==> config.mk <==
export PLATFORM = sky130hd
export DESIGN_NAME = dynamic_range_compressor
export DESIGN_NICKNAME = d
export VERILOG_FILES = /design/src/dynamic_range_compressor.v
export VERILOG_INCLUDE_DIRS = /design/src /design/src/src
export SDC_FILE = /design/constraint.sdc
export NUM_CORES = 1
export LEC_CHECK = 0
export CORE_AREA = 4 4 210 263
export DETAILED_ROUTE_END_ITERATION = 16
export DIE_AREA = 0 0 214 267
export DONT_BUFFER_PORTS = 1
export PLACE_DENSITY = 0.7
export RECOVER_POWER = 100
export SLEW_MARGIN = 20
export SYNTH_ARGS = -nofsm -noshare
export SYNTH_HDL_FRONTEND = slang
export SYNTH_SLANG_ARGS = --single-unit
==> constraint.sdc <==
create_clock -name sys_clk -period 24.8 [get_ports sys_clk]
set_clock_uncertainty 0.1 [all_clocks]
set_input_delay 4.96 -clock sys_clk [delete_from_list [all_inputs] [get_ports sys_clk]]
set_output_delay 4.96 -clock sys_clk [all_outputs]
set_load 0.03 [all_outputs]
==> src/dyn_comp_regs.vh <==
/*
 Register map, field positions, reset values and gain-table constants
 of the dynamic range compressor. Assumes an 8-bit register address
 and 16-bit register data; included by bare name.
*/
`ifndef DYN_COMP_REGS_VH
`define DYN_COMP_REGS_VH

`define OFS_CTRL0 8'h28
`define OFS_CTRL1 8'h29
`define OFS_SLOPE 8'h2A
`define OFS_KNEE 8'h2B
`define OFS_STATUS 8'h2C

`define BIT_ENABLE 15
`define BIT_PATH 14
`define FLD_MINGAIN 3:2
`define FLD_MAXGAIN 1:0
`define FLD_HISLOPE 5:3
`define FLD_LOSLOPE 2:0
`define FLD_KNEEIN 10:5
`define FLD_KNEEOUT 4:0

`define RST_MINGAIN 2'h2
`define RST_MAXGAIN 2'h0
`define RST_SLOPE 3'h0
`define RST_KNEEIN 6'h00
`define RST_KNEEOUT 5'h00

// Level and gain run in 0.75dB units, eight units per octave
`define UNITS_PER_OCT 8
`define ENV_LEAK_SHIFT 8

`endif

==> src/dynamic_range_compressor.v <==
/*
 Dynamic range compressor gain stage with its register slave and an
 8-word sample FIFO on each of the record and playback streams.
 Assumes one 100 MHz clock, inputs synchronous to it, and samples
 arriving as signed two's-complement words with valid/ready.
*/
`timescale 1ns/1ps
`default_nettype none
`include "dyn_comp_regs.vh"

module sample_fifo #(
    parameter W = 16,
    parameter DEPTH = 8,
    parameter AW = 3
) (
    input wire sys_clk,
    input wire rst,
    input wire [W-1:0] inData,
    input wire inValid,
    output wire inReady,
    output wire [W-1:0] outData,
    output wire outValid,
    input wire outReady
);
    localparam integer LAST_I = DEPTH - 1;
    // Occupancy and index limits cut to their own widths
    localparam [AW:0] FULL = DEPTH[AW:0];
    localparam [AW-1:0] LAST = LAST_I[AW-1:0];
    reg [W-1:0] mem [0:DEPTH-1];
    reg [AW-1:0] wrPtr_r;
    reg [AW-1:0] rdPtr_r;
    reg [AW:0] count_r;
    wire push;
    wire pop;

    // Full and empty straight from the occupancy count
    assign inReady = (count_r != FULL);
    assign outValid = (count_r != {(AW+1){1'b0}});
    assign outData = mem[rdPtr_r];
    assign push = inValid & inReady;
    assign pop = outValid & outReady;

    // Storage is not reset; only pointers and count are
    always @(posedge sys_clk) begin
        if (push) begin
            mem[wrPtr_r] <= inData;
        end
    end

    // Pointers wrap at DEPTH, so DEPTH need not be a power of two
    always @(posedge sys_clk or posedge rst) begin
        if (rst) begin
            wrPtr_r <= {AW{1'b0}};
            rdPtr_r <= {AW{1'b0}};
            count_r <= {(AW+1){1'b0}};
        end else begin
            if (push) begin
                wrPtr_r <= (wrPtr_r == LAST) ? {AW{1'b0}} : wrPtr_r + 1'b1;
            end
            if (pop) begin
                rdPtr_r <= (rdPtr_r == LAST) ? {AW{1'b0}} : rdPtr_r + 1'b1;
            end
            if (push & ~pop) begin
                count_r <= count_r + 1'b1;
            end else if (pop & ~push) begin
                count_r <= count_r - 1'b1;
            end
        end
    end
endmodule

module dynamic_range_compressor #(
    parameter W = 16,
    parameter FIFO_DEPTH = 8,
    parameter FIFO_AW = 3
) (
    input wire sys_clk,
    input wire rst,
    input wire [7:0] regAddr,
    input wire [15:0] regWrData,
    input wire regWrEn,
    input wire regRdEn,
    output reg [15:0] regRdData,
    input wire [W-1:0] adcInData,
    input wire adcInValid,
    output wire adcInReady,
    output wire [W-1:0] adcOutData,
    output wire adcOutValid,
    input wire adcOutReady,
    input wire [W-1:0] dacInData,
    input wire dacInValid,
    output wire dacInReady,
    output wire [W-1:0] dacOutData,
    output wire dacOutValid,
    input wire dacOutReady
);
    reg compressorEnable_r;
    reg compressorPathSelect_r;
    reg [1:0] minGainLimit_r;
    reg [1:0] maxGainLimit_r;
    reg [2:0] upperRegionSlope_r;
    reg [2:0] lowerRegionSlope_r;
    reg [5:0] kneeInputLevel_r;
    reg [4:0] kneeOutputLevel_r;
    reg [W-1:0] env_r;
    reg [7:0] gainNow_r;

    // Slope applied to a non-negative level distance
    function [11:0] applySlope;
        input [11:0] d;
        input [2:0] code;
        input upper;
        begin
            case (code)
                3'h0: applySlope = d;
                3'h1: applySlope = d >> 1;
                3'h2: applySlope = d >> 2;
                3'h3: applySlope = d >> 3;
                3'h4: applySlope = upper ? (d >> 4) : 12'h000;
                default: applySlope = 12'h000; // Zero slope; reserved codes fall here too
            endcase
        end
    endfunction

    // Level in 0.75dB units below full scale, from leading one and three mantissa bits
    function [11:0] levelCode;
        input [W-1:0] mag;
        integer i;
        integer p;
        integer sh;
        reg [W-1:0] norm;
        reg [11:0] oct;
        begin
            p = -1;
            norm = {W{1'b0}};
            oct = 12'h000;
            for (i = 0; i < W-1; i = i + 1) begin
                if (mag[i]) begin
                    p = i;
                end
            end
            if (p < 0) begin
                levelCode = 12'h07F; // Silence: deepest level
            end else begin
                sh = W - 2 - p;
                norm = mag << sh;
                oct = sh[11:0];
                levelCode = (oct << 3) + {9'h000, ~norm[W-3:W-5]};
            end
        end
    endfunction

    // Gain limits in 0.75dB units
    function [11:0] minLimit;
        input [1:0] code;
        begin
            case (code)
                2'h0: minLimit = 12'h000;
                2'h1: minLimit = 12'hFF8;
                2'h2: minLimit = 12'hFF0;
                default: minLimit = 12'hFE8;
            endcase
        end
    endfunction

    function [11:0] maxLimit;
        input [1:0] code;
        begin
            case (code)
                2'h0: maxLimit = 12'h010;
                2'h1: maxLimit = 12'h018;
                2'h2: maxLimit = 12'h020;
                default: maxLimit = 12'h030;
            endcase
        end
    endfunction

    // Linear mantissa 2^(f/8) in Q1.7
    function [7:0] mantissa;
        input [2:0] f;
        begin
            case (f)
                3'h0: mantissa = 8'h80;
                3'h1: mantissa = 8'h8C;
                3'h2: mantissa = 8'h98;
                3'h3: mantissa = 8'hA6;
                3'h4: mantissa = 8'hB5;
                3'h5: mantissa = 8'hC5;
                3'h6: mantissa = 8'hD7;
                default: mantissa = 8'hEA;
            endcase
        end
    endfunction

    // Register writes; reserved codes are stored as written
    always @(posedge sys_clk or posedge rst) begin
        if (rst) begin
            compressorEnable_r <= 1'b0;
            compressorPathSelect_r <= 1'b0;
            minGainLimit_r <= `RST_MINGAIN;
            maxGainLimit_r <= `RST_MAXGAIN;
            upperRegionSlope_r <= `RST_SLOPE;
            lowerRegionSlope_r <= `RST_SLOPE;
            kneeInputLevel_r <= `RST_KNEEIN;
            kneeOutputLevel_r <= `RST_KNEEOUT;
        end else if (regWrEn) begin
            case (regAddr)
                `OFS_CTRL0: begin
                    compressorEnable_r <= regWrData[`BIT_ENABLE];
                    compressorPathSelect_r <= regWrData[`BIT_PATH];
                end
                `OFS_CTRL1: begin
                    minGainLimit_r <= regWrData[`FLD_MINGAIN];
                    maxGainLimit_r <= regWrData[`FLD_MAXGAIN];
                end
                `OFS_SLOPE: begin
                    upperRegionSlope_r <= regWrData[`FLD_HISLOPE];
                    lowerRegionSlope_r <= regWrData[`FLD_LOSLOPE];
                end
                `OFS_KNEE: begin
                    kneeInputLevel_r <= regWrData[`FLD_KNEEIN];
                    kneeOutputLevel_r <= regWrData[`FLD_KNEEOUT];
                end
                default: begin
                end
            endcase
        end
    end

    // Read data stands only in the cycle after the strobe
    always @(posedge sys_clk or posedge rst) begin
        if (rst) begin
            regRdData <= 16'h0000;
        end else if (regRdEn) begin
            case (regAddr)
                `OFS_CTRL0: regRdData <= {compressorEnable_r, compressorPathSelect_r, 14'h0000};
                `OFS_CTRL1: regRdData <= {12'h000, minGainLimit_r, maxGainLimit_r};
                `OFS_SLOPE: regRdData <= {10'h000, upperRegionSlope_r, lowerRegionSlope_r};
                `OFS_KNEE: regRdData <= {5'h00, kneeInputLevel_r, kneeOutputLevel_r};
                `OFS_STATUS: regRdData <= {8'h00, gainNow_r};
                default: regRdData <= 16'h0000;
            endcase
        end else begin
            regRdData <= 16'h0000;
        end
    end

    wire compOnDac = compressorPathSelect_r;
    wire [W-1:0] compIn = compOnDac ? dacInData : adcInData;
    wire compFire = compressorEnable_r & (compOnDac ? (dacInValid & dacInReady) : (adcInValid & adcInReady));
    wire [W-1:0] absIn = compIn[W-1] ? (~compIn + 1'b1) : compIn;
    wire [W-1:0] magIn = absIn[W-1] ? {1'b0, {(W-1){1'b1}}} : absIn; // Clip -FS onto +FS
    wire [W-1:0] lvl = (magIn > env_r) ? magIn : env_r;

    reg signed [11:0] x;
    reg signed [11:0] k;
    reg signed [11:0] o;
    reg signed [11:0] yAtt;
    reg signed [11:0] g;
    reg signed [11:0] sa;
    reg signed [W+8:0] prod;
    reg signed [W+19:0] scaled;
    reg signed [W+19:0] q;
    reg [W-1:0] compOut;

    // Static curve in level units, then dB gain to linear multiply
    always @* begin
        x = levelCode(lvl);
        k = {6'h00, kneeInputLevel_r};
        o = {7'h00, kneeOutputLevel_r};
        if (x < k) begin
            yAtt = o - $signed(applySlope(k - x, upperRegionSlope_r, 1'b1));
        end else begin
            yAtt = o + $signed(applySlope(x - k, lowerRegionSlope_r, 1'b0));
        end
        // unit slope keeps gain, zero slope pins output
        g = x - yAtt;
        if (g < $signed(minLimit(minGainLimit_r))) begin
            g = minLimit(minGainLimit_r);
        end else if (g > $signed(maxLimit(maxGainLimit_r))) begin
            g = maxLimit(maxGainLimit_r);
        end
        sa = (g >>> 3) + 12'sd3; // Octave shift, 0..9 after the -3 floor
        prod = $signed(compIn) * $signed({1'b0, mantissa(g[2:0])});
        scaled = {{11{prod[W+8]}}, prod} <<< sa[3:0];
        q = scaled >>> 10;
        if (q > $signed({{20{1'b0}}, 1'b0, {(W-1){1'b1}}})) begin
            compOut = {1'b0, {(W-1){1'b1}}};
        end else if (q < $signed({{20{1'b1}}, 1'b1, {(W-1){1'b0}}})) begin
            compOut = {1'b1, {(W-1){1'b0}}};
        end else begin
            compOut = q[W-1:0];
        end
    end

    // Peak-hold level estimate with slow leak; attack and decay shaping are not modelled
    always @(posedge sys_clk or posedge rst) begin
        if (rst) begin
            env_r <= {W{1'b0}};
            gainNow_r <= 8'h00;
        end else if (compFire) begin
            env_r <= lvl - (lvl >> `ENV_LEAK_SHIFT);
            gainNow_r <= g[7:0];
        end
    end

    wire [W-1:0] adcFifoIn = (compressorEnable_r & ~compOnDac) ? compOut : adcInData;
    wire [W-1:0] dacFifoIn = (compressorEnable_r & compOnDac) ? compOut : dacInData;

    // Both streams buffered alike so bypass adds no latency change
    sample_fifo #(.W(W), .DEPTH(FIFO_DEPTH), .AW(FIFO_AW)) adcFifo (
        .sys_clk(sys_clk),
        .rst(rst),
        .inData(adcFifoIn),
        .inValid(adcInValid),
        .inReady(adcInReady),
        .outData(adcOutData),
        .outValid(adcOutValid),
        .outReady(adcOutReady)
    );

    sample_fifo #(.W(W), .DEPTH(FIFO_DEPTH), .AW(FIFO_AW)) dacFifo (
        .sys_clk(sys_clk),
        .rst(rst),
        .inData(dacFifoIn),
        .inValid(dacInValid),
        .inReady(dacInReady),
        .outData(dacOutData),
        .outValid(dacOutValid),
        .outReady(dacOutReady)
    );
endmodule
`default_nettype wire
# Word level (Yosys, flattened, before mapping)
# Memory sizes are Yosys's and may differ from the RTL's.
# Index checks and enable logic that the tools add are counted.
# word_totals
reg_bits,83
ramBits,256
input_bits,64
out_inout_bits,52
mem_count,2
# mem_list
name,depth,word_bits,rd,rd_ports_with_merged_regs,wr,line_no,source
adcFifo.mem,8,16,1,0,1,dynamic_range_compressor.v:29,reg [W-1:0] mem [0:DEPTH-1];
dacFifo.mem,8,16,1,0,1,dynamic_range_compressor.v:29,
# op_classes
n_addsub,18
multipliers,1
order_cmp,7
eq_ne,28
n_shift,2
muxes,50
bitwise_logic,18
n_reduce_logical,13
# op_table
cell,n
32-bit two-way mux,15
16-bit two-way mux,8
16-bit one-hot mux with 5 select lines,1
12-bit two-way mux,5
12-bit one-hot mux with 5 select lines,1
7-bit one-hot mux with 7 select lines,1
12-bit one-hot mux with 4 select lines,1
8-bit by 6-bit equality test with 1-bit output (second input constant),5
12-bit one-hot mux with 3 select lines,1
36-bit by 4-bit <<< shifter with 36-bit output,1
32-bit by 1-bit < comparator with 1-bit output (second input constant),1
16-bit by 32-bit << shifter with 14-bit output,1
5-bit by 32-bit subtractor with 32-bit output (first input constant),1
26-bit by 16-bit > comparator with 1-bit output (second input constant),1
26-bit by 16-bit < comparator with 1-bit output (second input constant),1
16-bit by 9-bit multiplier with 25-bit output,1
3-bit equality test (second input constant),8
3-bit by 2-bit equality test with 1-bit output (second input constant),6
6-bit one-hot mux with 3 select lines,1
16-bit by 1-bit adder with 16-bit output (second input constant),1
15-bit by 16-bit > comparator with 1-bit output,1
4-bit two-way mux,4
8-bit two-way mux,2
16-bit inverter,1
other kinds (29),68

# Logic depth before layout (Yosys ltp)
# Gate-level depths: netlist (run 1).
# depth
word_depth,46
ltp_mapped,115

# By module
# A second synthesis (run 1) with hierarchy kept.
# unflattened
hier_cells,2419
hier_area_um2,26117.5
# modules_own_cells
module,instances,cells_each,area_per_inst_um2,seq_area_each_um2
dynamic_range_compressor,1,1917,14919.3,1502.7
sample_fifo at dacFifo,1,250,5604.1,4093.9
sample_fifo at adcFifo,1,252,5594.1,4093.9

# Worst setup path after synthesis (run 1)
# Ideal clock, no wire load.
# synth_timing
path_kind,input to register
startpoint,input dacInData[1]
endpoint,memory dacFifo.mem[0][10] (data pin)
setup_time_ns,0.224
t_arrival_ns,26.012
required_time_ns,24.476
slack_ns,-1.536
stages,104
cell_sequence,mux2i_1 -> ha_1 -> nor4b_4 -> o22ai_2 -> o41ai_1 -> nor2_1 -> a21oi_2 -> ha_1 -> nand4b_1 -> or3_1 -> o22ai_1 -> a211oi_1 -> or2_2 -> clkbuf_1 -> a22o_1 -> nand2_1 -> nand2_1 -> nand2_1 -> (+68 left out) -> o21ai_0 -> a21oi_1 -> o41ai_1 -> o21ai_0 -> o41ai_1 -> o21bai_1 -> a21oi_1 -> xor2_1 -> mux4_2 -> nand2_1 -> o311ai_1 -> or2_2 -> nand2_1 -> o21ai_0 -> o41ai_4 -> buf_6 -> nand3_1 -> a21oi_1
# synth_between
elab_chain_len,44
word_cells_on_any_way,59
cone_classes,add/sub: 9; mul: 1; order compare: 7; eq/ne: 6; shift: 2; mux: 31; bitwise: 2; reduce/logical: 1
# synth_rtl
item,line_no,source
from (decl),dynamic_range_compressor.v:90,"input wire [W-1:0] dacInData,"
16-bit two-way mux *,dynamic_range_compressor.v:249,wire [W-1:0] compIn = compOnDac ? dacInData : adcInData;
16-bit inverter,dynamic_range_compressor.v:251,wire [W-1:0] absIn = compIn[W-1] ? (~compIn + 1'b1) : compIn;
16-bit by 1-bit adder with 16-bit output,dynamic_range_compressor.v:251,
16-bit two-way mux,dynamic_range_compressor.v:251,
15-bit two-way mux,dynamic_range_compressor.v:252,"wire [W-1:0] magIn = absIn[W-1] ? {1'b0, {(W-1){1'b1}}} : absIn;"
15-bit by 16-bit > comparator with 1-bit output,dynamic_range_compressor.v:253,wire [W-1:0] lvl = (magIn > env_r) ? magIn : env_r;
16-bit two-way mux,dynamic_range_compressor.v:253,
32-bit two-way mux (15 in a row),dynamic_range_compressor.v:138,if (mag[i]) begin
(+15 left out),n/a,
7-bit one-hot mux with 7 select lines,dynamic_range_compressor.v:182,case (f)
16-bit by 9-bit multiplier with 25-bit output,dynamic_range_compressor.v:284,"prod = $signed(compIn) * $signed({1'b0, mantissa(g[2:0])});"
36-bit by 4-bit <<< shifter with 36-bit output *,dynamic_range_compressor.v:285,"scaled = {{11{prod[W+8]}}, prod} <<< sa[3:0];"
26-bit by 16-bit < comparator with 1-bit output,dynamic_range_compressor.v:289,"end else if (q < $signed({{20{1'b1}}, 1'b1, {(W-1){1'b0}}})) begin"
16-bit two-way mux,dynamic_range_compressor.v:289,
16-bit two-way mux *,dynamic_range_compressor.v:287,"if (q > $signed({{20{1'b0}}, 1'b0, {(W-1){1'b1}}})) begin"
16-bit two-way mux *,dynamic_range_compressor.v:308,wire [W-1:0] dacFifoIn = (compressorEnable_r & compOnDac) ? compOut : dacInData;
via dacFifo.inData[10],dynamic_range_compressor.v:18,"input wire [W-1:0] inData,"
to (decl),dynamic_range_compressor.v:29,
# The timed path passes the listed nets; every way through them passes the cells marked *. The select of a mux whose other input is x is not followed.

# Worst setup path after layout (run 1)
# layout_timing
startpoint,input adcInData[0]
endpoint,memory dacFifo.mem[4][6] (data pin)
# layout_between
elab_chain_len,44
word_cells_on_any_way,59
cone_classes,add/sub: 9; mul: 1; order compare: 7; eq/ne: 6; shift: 2; mux: 31; bitwise: 2; reduce/logical: 1
# layout_rtl
item,line_no,source
from (decl),dynamic_range_compressor.v:84,"input wire [W-1:0] adcInData,"
16-bit two-way mux *,dynamic_range_compressor.v:249,
16-bit inverter,dynamic_range_compressor.v:251,
16-bit by 1-bit adder with 16-bit output,dynamic_range_compressor.v:251,
16-bit two-way mux,dynamic_range_compressor.v:251,
15-bit two-way mux,dynamic_range_compressor.v:252,
15-bit by 16-bit > comparator with 1-bit output,dynamic_range_compressor.v:253,
16-bit two-way mux,dynamic_range_compressor.v:253,
32-bit two-way mux (15 in a row),dynamic_range_compressor.v:138,
(+15 left out),n/a,
7-bit one-hot mux with 7 select lines,dynamic_range_compressor.v:182,
16-bit by 9-bit multiplier with 25-bit output,dynamic_range_compressor.v:284,
36-bit by 4-bit <<< shifter with 36-bit output *,dynamic_range_compressor.v:285,
26-bit by 16-bit < comparator with 1-bit output,dynamic_range_compressor.v:289,
16-bit two-way mux,dynamic_range_compressor.v:289,
16-bit two-way mux *,dynamic_range_compressor.v:287,
16-bit two-way mux *,dynamic_range_compressor.v:308,
via dacFifo.inData[6],dynamic_range_compressor.v:18,
# Marks and branches as above.

==> run summary, run 1 <==
buffer levels on the longest clock path: 3
Slowest-stage cell, CP: or4_4
Final setup viols: 0
main combinational cell family by area after synthesis: adder cells
DRC viols: 0
total track usage: 25.6%
WP data required: 25.10 ns
Syn Area/Cell: 10.3 sq um
Routed WL per cell: 21.4 um
initial DRC count: 2076
Max-cap violations: 12
Worst setup EP type: flop
final period utilization: 97.1%
Die Height: 267 um
reg-to-reg startpoint: compOnDac
CTS tree: built
Seq/Total Area, Yosys: 37.1%
WS Path Type: primary input to flop
Die Span X: 214 um
hold path depth: 1
CP Buf/Inv Count: 16
synthesized area: 0.0261 sq mm
adder and majority gate portion of the synthesized area: 15.1%
R2R Path End: dacFifo.mem[4][6]
number of global-route vias before repair: 21005
most common library cell in the layout ignoring fill and taps: buf_4
Area Growth Syn to Fin: 19.3%
end of the worst hold path: dacFifo.count_r[3]
CP max FO: 8
CTS root buf: clkbuf_16
Hold Path Class: flop to flop
n_diodes: 0
IO Pins: 116
Synth async-reset ratio: 23.8%
post-synthesis xor/xnor area fraction: 2.78%
HP Start: dacFifo.count_r[3]
outcome: complete, but fails checks
initial antenna violation count: 0
crit-path max cell delay: 0.58 ns
Worst Max-Slew Pin Slew: 3.19 ns
most frequent cells in the layout: buf_4, edfxtp_1, inv_1, nor2_1, nand2_1
number of synthesized flops with an enable pin: 256
Initial Util: 49.7%
Syn Inst Count: 2533
post-synth cell types: 99
die area: 0.0571 sq mm
clock sink count: 336
worst path arrival time: 24.37 ns
htree depth: 1
post-layout util: 59.3%
R2R depth: 102
Max Fclk: 0.0415 GHz
# hold bufs at CTS: 0
final setup TNS: 0 ns
first-pass GRT wire length: 117000 um
mux contribution to synthesized area: 13.3%
crit path time final: 24.07 ns
router iterations before antenna repair: 6
Port Buffer Count: 0
critical path's top delay family: compound AO/OA/AOI/OAI gates
critical path startpoint: adcInData[0]
synthesized-area fraction occupied by ao, oa, aoi and oai cells: 12.0%
Vias/cell: 5.93
simple-gate area share of the yosys netlist: 14.1%
CP dominant cell by count: buf_4
DR vias: 20939
synthesized flop and latch total: 336
final hold vios: 0
layout cells sized above 1: 25.0%
Slew Viols, Final: 279
Detailed Place HPWL: 57200 um
Worst-Skew Late Latency: 0.60 ns
Reg2Reg Setup Slack: 3.87 ns
final antenna-violating net count: 0
Routability Congestion: 0.964
Slew headroom: -113%
CORE AREA: 0.0526 sq mm
global route overflow: 0
number of CTS-inserted buffers: 31
Startpoint Class: primary input
prevailing post-synth register cell: edfxtp_1
floorplan row count: 94
Ys Warns: 0
failing checks: capacitance limit, slew limit
final WL: 75500 um
nets: 3149
largest net degree at the start of global routing: 57
clk slew on worst S/H paths: 0.06 ns
## how the worst max path moves through the flow
stage                         end  slack, ns  cells past startpoint
6_report        dacFifo.mem[4][6]       0.73                    102
5_1_grt        dacFifo.mem[5][12]      -0.28                    104
4_1_cts        dacFifo.mem[4][12]       0.02                    103
3_5_place_dp    dacFifo.mem[7][1]      -1.06                     98
3_3_place_gp    dacFifo.mem[4][1]      -0.50                    100
2_1_floorplan  dacFifo.mem[0][10]      0.006                    105
## logic make-up after synthesis
| family | Yosys count |
|---|---|
| adder cells (fa/ha/maj) | 249 |
| AND/OR/NAND/NOR | 779 |
| other | 1 |
| multiplexers | 240 |
| flip-flops | 336 |
| XOR/XNOR | 83 |
| AO/OA/AOI/OAI | 471 |
| buffers and inverters | 374 |
## cell type report
type	count	area, sq um
tap	672	841
clock inverter	17	206
timing repair buffer	379	2860
sequential	336	9690
fill	4272	21400
inverter	263	988
multi-input combinational	1825	15600
clock buffer	40	916
## worst reg2reg max path: cells and delay by family, from the launching register on
family,cells,cell delay (ns)
flip-flops,1,0.97
buffers and inverters,16,2.14
adder cells (fa/ha/maj),12,4.34
multiplexers,2,0.55
AO/OA/AOI/OAI,39,7.25
AND/OR/NAND/NOR,27,4.46
XOR/XNOR,6,0.95
## cell usage after synthesis (73+ instances only)
master    instances  area [sq um]
nor2_1          251           942
a21oi_1         152           761
dfrtp_1          79          1980
edfxtp_1        256          7690
mux2i_1          85           851
fa_1            109          2180
o21ai_0          86           430
mux2_2           73           822
clkbuf_1         74           278
ha_1            140          1750
mux4_2           76          1710
nand2_1         233           875
inv_1           257           965
## routing by layer
| metal | vias up | share of wire [%] | GRT usage, % |
|---|---|---|---|
| met4 | 0 | 4.7 | 10.5 |
| met1 | 10324 | 37 | 30.7 |
| met2 | 754 | 51 | 46.2 |
| li1 | 9669 | - | - |
| met5 | - | 0 | 0 |
| met3 | 192 | 6.7 | 3.87 |
## state kept, by name (all words and copies together) (netlist names), 4 cells and up
signal	count
kneeInputLevel_r	6
dacFifo.mem	128
adcFifo.mem	128
regRdData	13
dacFifo.count_r	4
gainNow_r	8
adcFifo.count_r	4
kneeOutputLevel_r	5
env_r	16
## through the flow
step / setup slack (ns) / instance area (sq um) / hold slack (ns) / instances
3_3_place_gp: -0.500 / 29500 / 0.369 / 3446
2_1_floorplan: 0.00575 / 26400 / 0.339 / 2535
5_1_grt: -0.276 / 31200 / 0.417 / 3532
4_1_cts: 0.0173 / 30600 / 0.391 / 3504
6_report: 0.727 / 31200 / 0.386 / 3532
3_5_place_dp: -1.06 / 29500 / 0.377 / 3446
## timing repair
action / in CTS / in global routing
pin swaps: 1 / 64
resized for setup: 10 / 123
gates cloned: 0 / 2
setup buffers: 1 / 26
setup endpoints to repair: 240 / 256
Power of run 1 is not shown: default switching activity piles up to over one toggle a cycle in this logic, so the estimate is an artifact.
==> inputs of run 2 (changes only) <==
CORE_AREA = 4 4 300 184   (was 4 4 210 263)
DIE_AREA = 0 0 304 188   (was 0 0 214 267)
PLACE_DENSITY = 0.71   (was 0.7)
==> run 2 against run 1 <==
The run still ends with capacitance limit, slew limit left. Non-clock buffer count rose by 88. Core utilization rose by 2.8 points. Flip-flop and latch count did not move. Largest cell class unchanged. Via count rose by 4.9%. Worst hold slack improved by 0.0065 ns. Global-route usage rose by 1.8 points. Critical path type unchanged.
==> run summary, run 2 (synthesized netlist as in run 1, its figures left out) <==
outcome: complete, but fails checks
failing checks: capacitance limit, slew limit
final period utilization: 98.5% (+1.5 points)
initial antenna violation count: 3 (+3)
Detailed Place HPWL: 61300 um (+7.1%)
Initial Util: 49.9% (+0.26 points)
Slew Viols, Final: 81 (-71%)
CP max FO: 8 (unchanged)
most frequent cells in the layout: buf_4, edfxtp_1, inv_1, nor2_1, nand2_1
Slowest-stage cell, CP: or4b_4
Die Span X: 304 um (+42%)
CORE AREA: 0.0523 sq mm (-0.53%)
Worst Max-Slew Pin Slew: 4.71 ns (+1.52 ns)
Routability Congestion: 0.981 (+1.8%)
buffer levels on the longest clock path: 3 (unchanged)
Max-cap violations: 1 (-11)
crit path time final: 24.43 ns (+0.361 ns)
CTS root buf: clkbuf_16
biggest regs: adcFifo.mem x128, dacFifo.mem x128, env_r x16
largest net degree at the start of global routing: 81 (+42%)
Die Height: 188 um (-30%)
nets: 3237 (+2.8%)
Vias/cell: 6.01 (+1.4%)
floorplan row count: 65 (-31%)
final antenna-violating net count: 0 (unchanged)
worst path arrival time: 24.62 ns (+0.25 ns)
most common library cell in the layout ignoring fill and taps: buf_4
number of global-route vias before repair: 21275 (+1.3%)
CP Buf/Inv Count: 20 (+4)
Area Growth Syn to Fin: 24.3%
final hold vios: 0 (unchanged)
RSZ-0062 raised after global routing: true
router iterations before antenna repair: 6 (unchanged)
IO Pins: 116 (unchanged)
CTS tree: built
Slew headroom: -214% (-100 points)
final worst slack: 0.366 ns (-0.361 ns)
crit-path max cell delay: 0.58 ns (about the same)
initial DRC count: 2607 (+26%)
DR vias: 21968 (+4.9%)
Final setup viols: 0 (unchanged)
first-pass GRT wire length: 123000 um (+5.7%)
Port Buffer Count: 0 (unchanged)
clock sink count: 336 (unchanged)
htree depth: 1 (unchanged)
Worst setup EP type: flop
WP data required: 24.99 ns (-0.11 ns)
clk slew on worst S/H paths: 0.07 ns (about the same)
critical path's top delay family: compound AO/OA/AOI/OAI gates
Routed WL per cell: 22.4 um (+4.7%)
global route overflow: 0 (unchanged)
Worst-Skew Late Latency: 0.63 ns (+0.03 ns)
DRC viols: 0 (unchanged)
final WL: 81800 um (+8.3%)
die area: 0.0572 sq mm (about the same)
Reg2Reg Setup Slack: 3.96 ns (+0.09 ns)
total track usage: 27.3% (+1.8 points)
Startpoint Class: primary input
CP dominant cell by count: buf_4
number of CTS-inserted buffers: 30 (-3.2%)
setup slack at placement: -1.81 ns (-0.746 ns)
Max Fclk: 0.0409 GHz (-1.5%)
layout cells sized above 1: 30.2% (+5.2 points)
Hold Path Class: flop to flop
WS Path Type: primary input to flop
run 2: layout make-up:
type                    count  area, sq um
repair buffers            467         3710
inverters                 263          988
flip-flops and latches    336         9690
multi-input cells        1826        16200
fillers                  4101        19800
well taps                 703          880
diodes                      2         5.00
clock inverters            15          164
clock buffers              41          812
run 2: what timing repair did:
| item | 4_1_cts | 5_1_grt |
|---|---|---|
| gates resized for setup | 55 | 187 |
| pin swaps | 15 | 112 |
| setup endpoints to repair | 256 | 256 |
| buffers inserted | 7 | 35 |
| gates cloned | 0 | 2 |
| hold buffers | 0 | 0 |
run 2: worst paths after layout:
| check | to | depth (start not counted) | start |
|---|---|---|---|
| worst max-delay path | dacFifo.mem[1][4] | 105 | dacInData[0] |
| worst min-delay path | dacFifo.count_r[3] | 1 | dacFifo.count_r[3] |
| worst max register to register | dacFifo.mem[1][4] | 109 | compOnDac |
| worst min register to register | dacFifo.count_r[3] | 1 | dacFifo.count_r[3] |
| max in group asynchronous | dacFifo.rdPtr_r[0] | 2 | rst |
| min in group asynchronous | regRdData[9] | 2 | rst |
run 2: per-stage QoR:
stage	hold WS [ns]	area (sq um)	utilization [%]	cells	TNS (ns)
after detailed placement	0.377	30200	57.7	3559	-420.13
after global placement	0.370	30200	57.7	3559	-312.32
after global routing	0.418	32500	62.1	3652	-65.87
final	0.392	32500	62.1	3653	0
after CTS	0.391	31400	60.0	3622	-0.0132
after floorplan	0.339	26400	-	2535	0
run 2: metal layers:
layer	GRT usage, %	share of wire, %	vias up
li1	-	-	9851
met1	40.6	43	10857
met2	40.8	43	1107
met3	7.17	11	151
met4	5.11	2.3	2
met5	0	0.021	-
Power of run 2 is left out for the same reason.
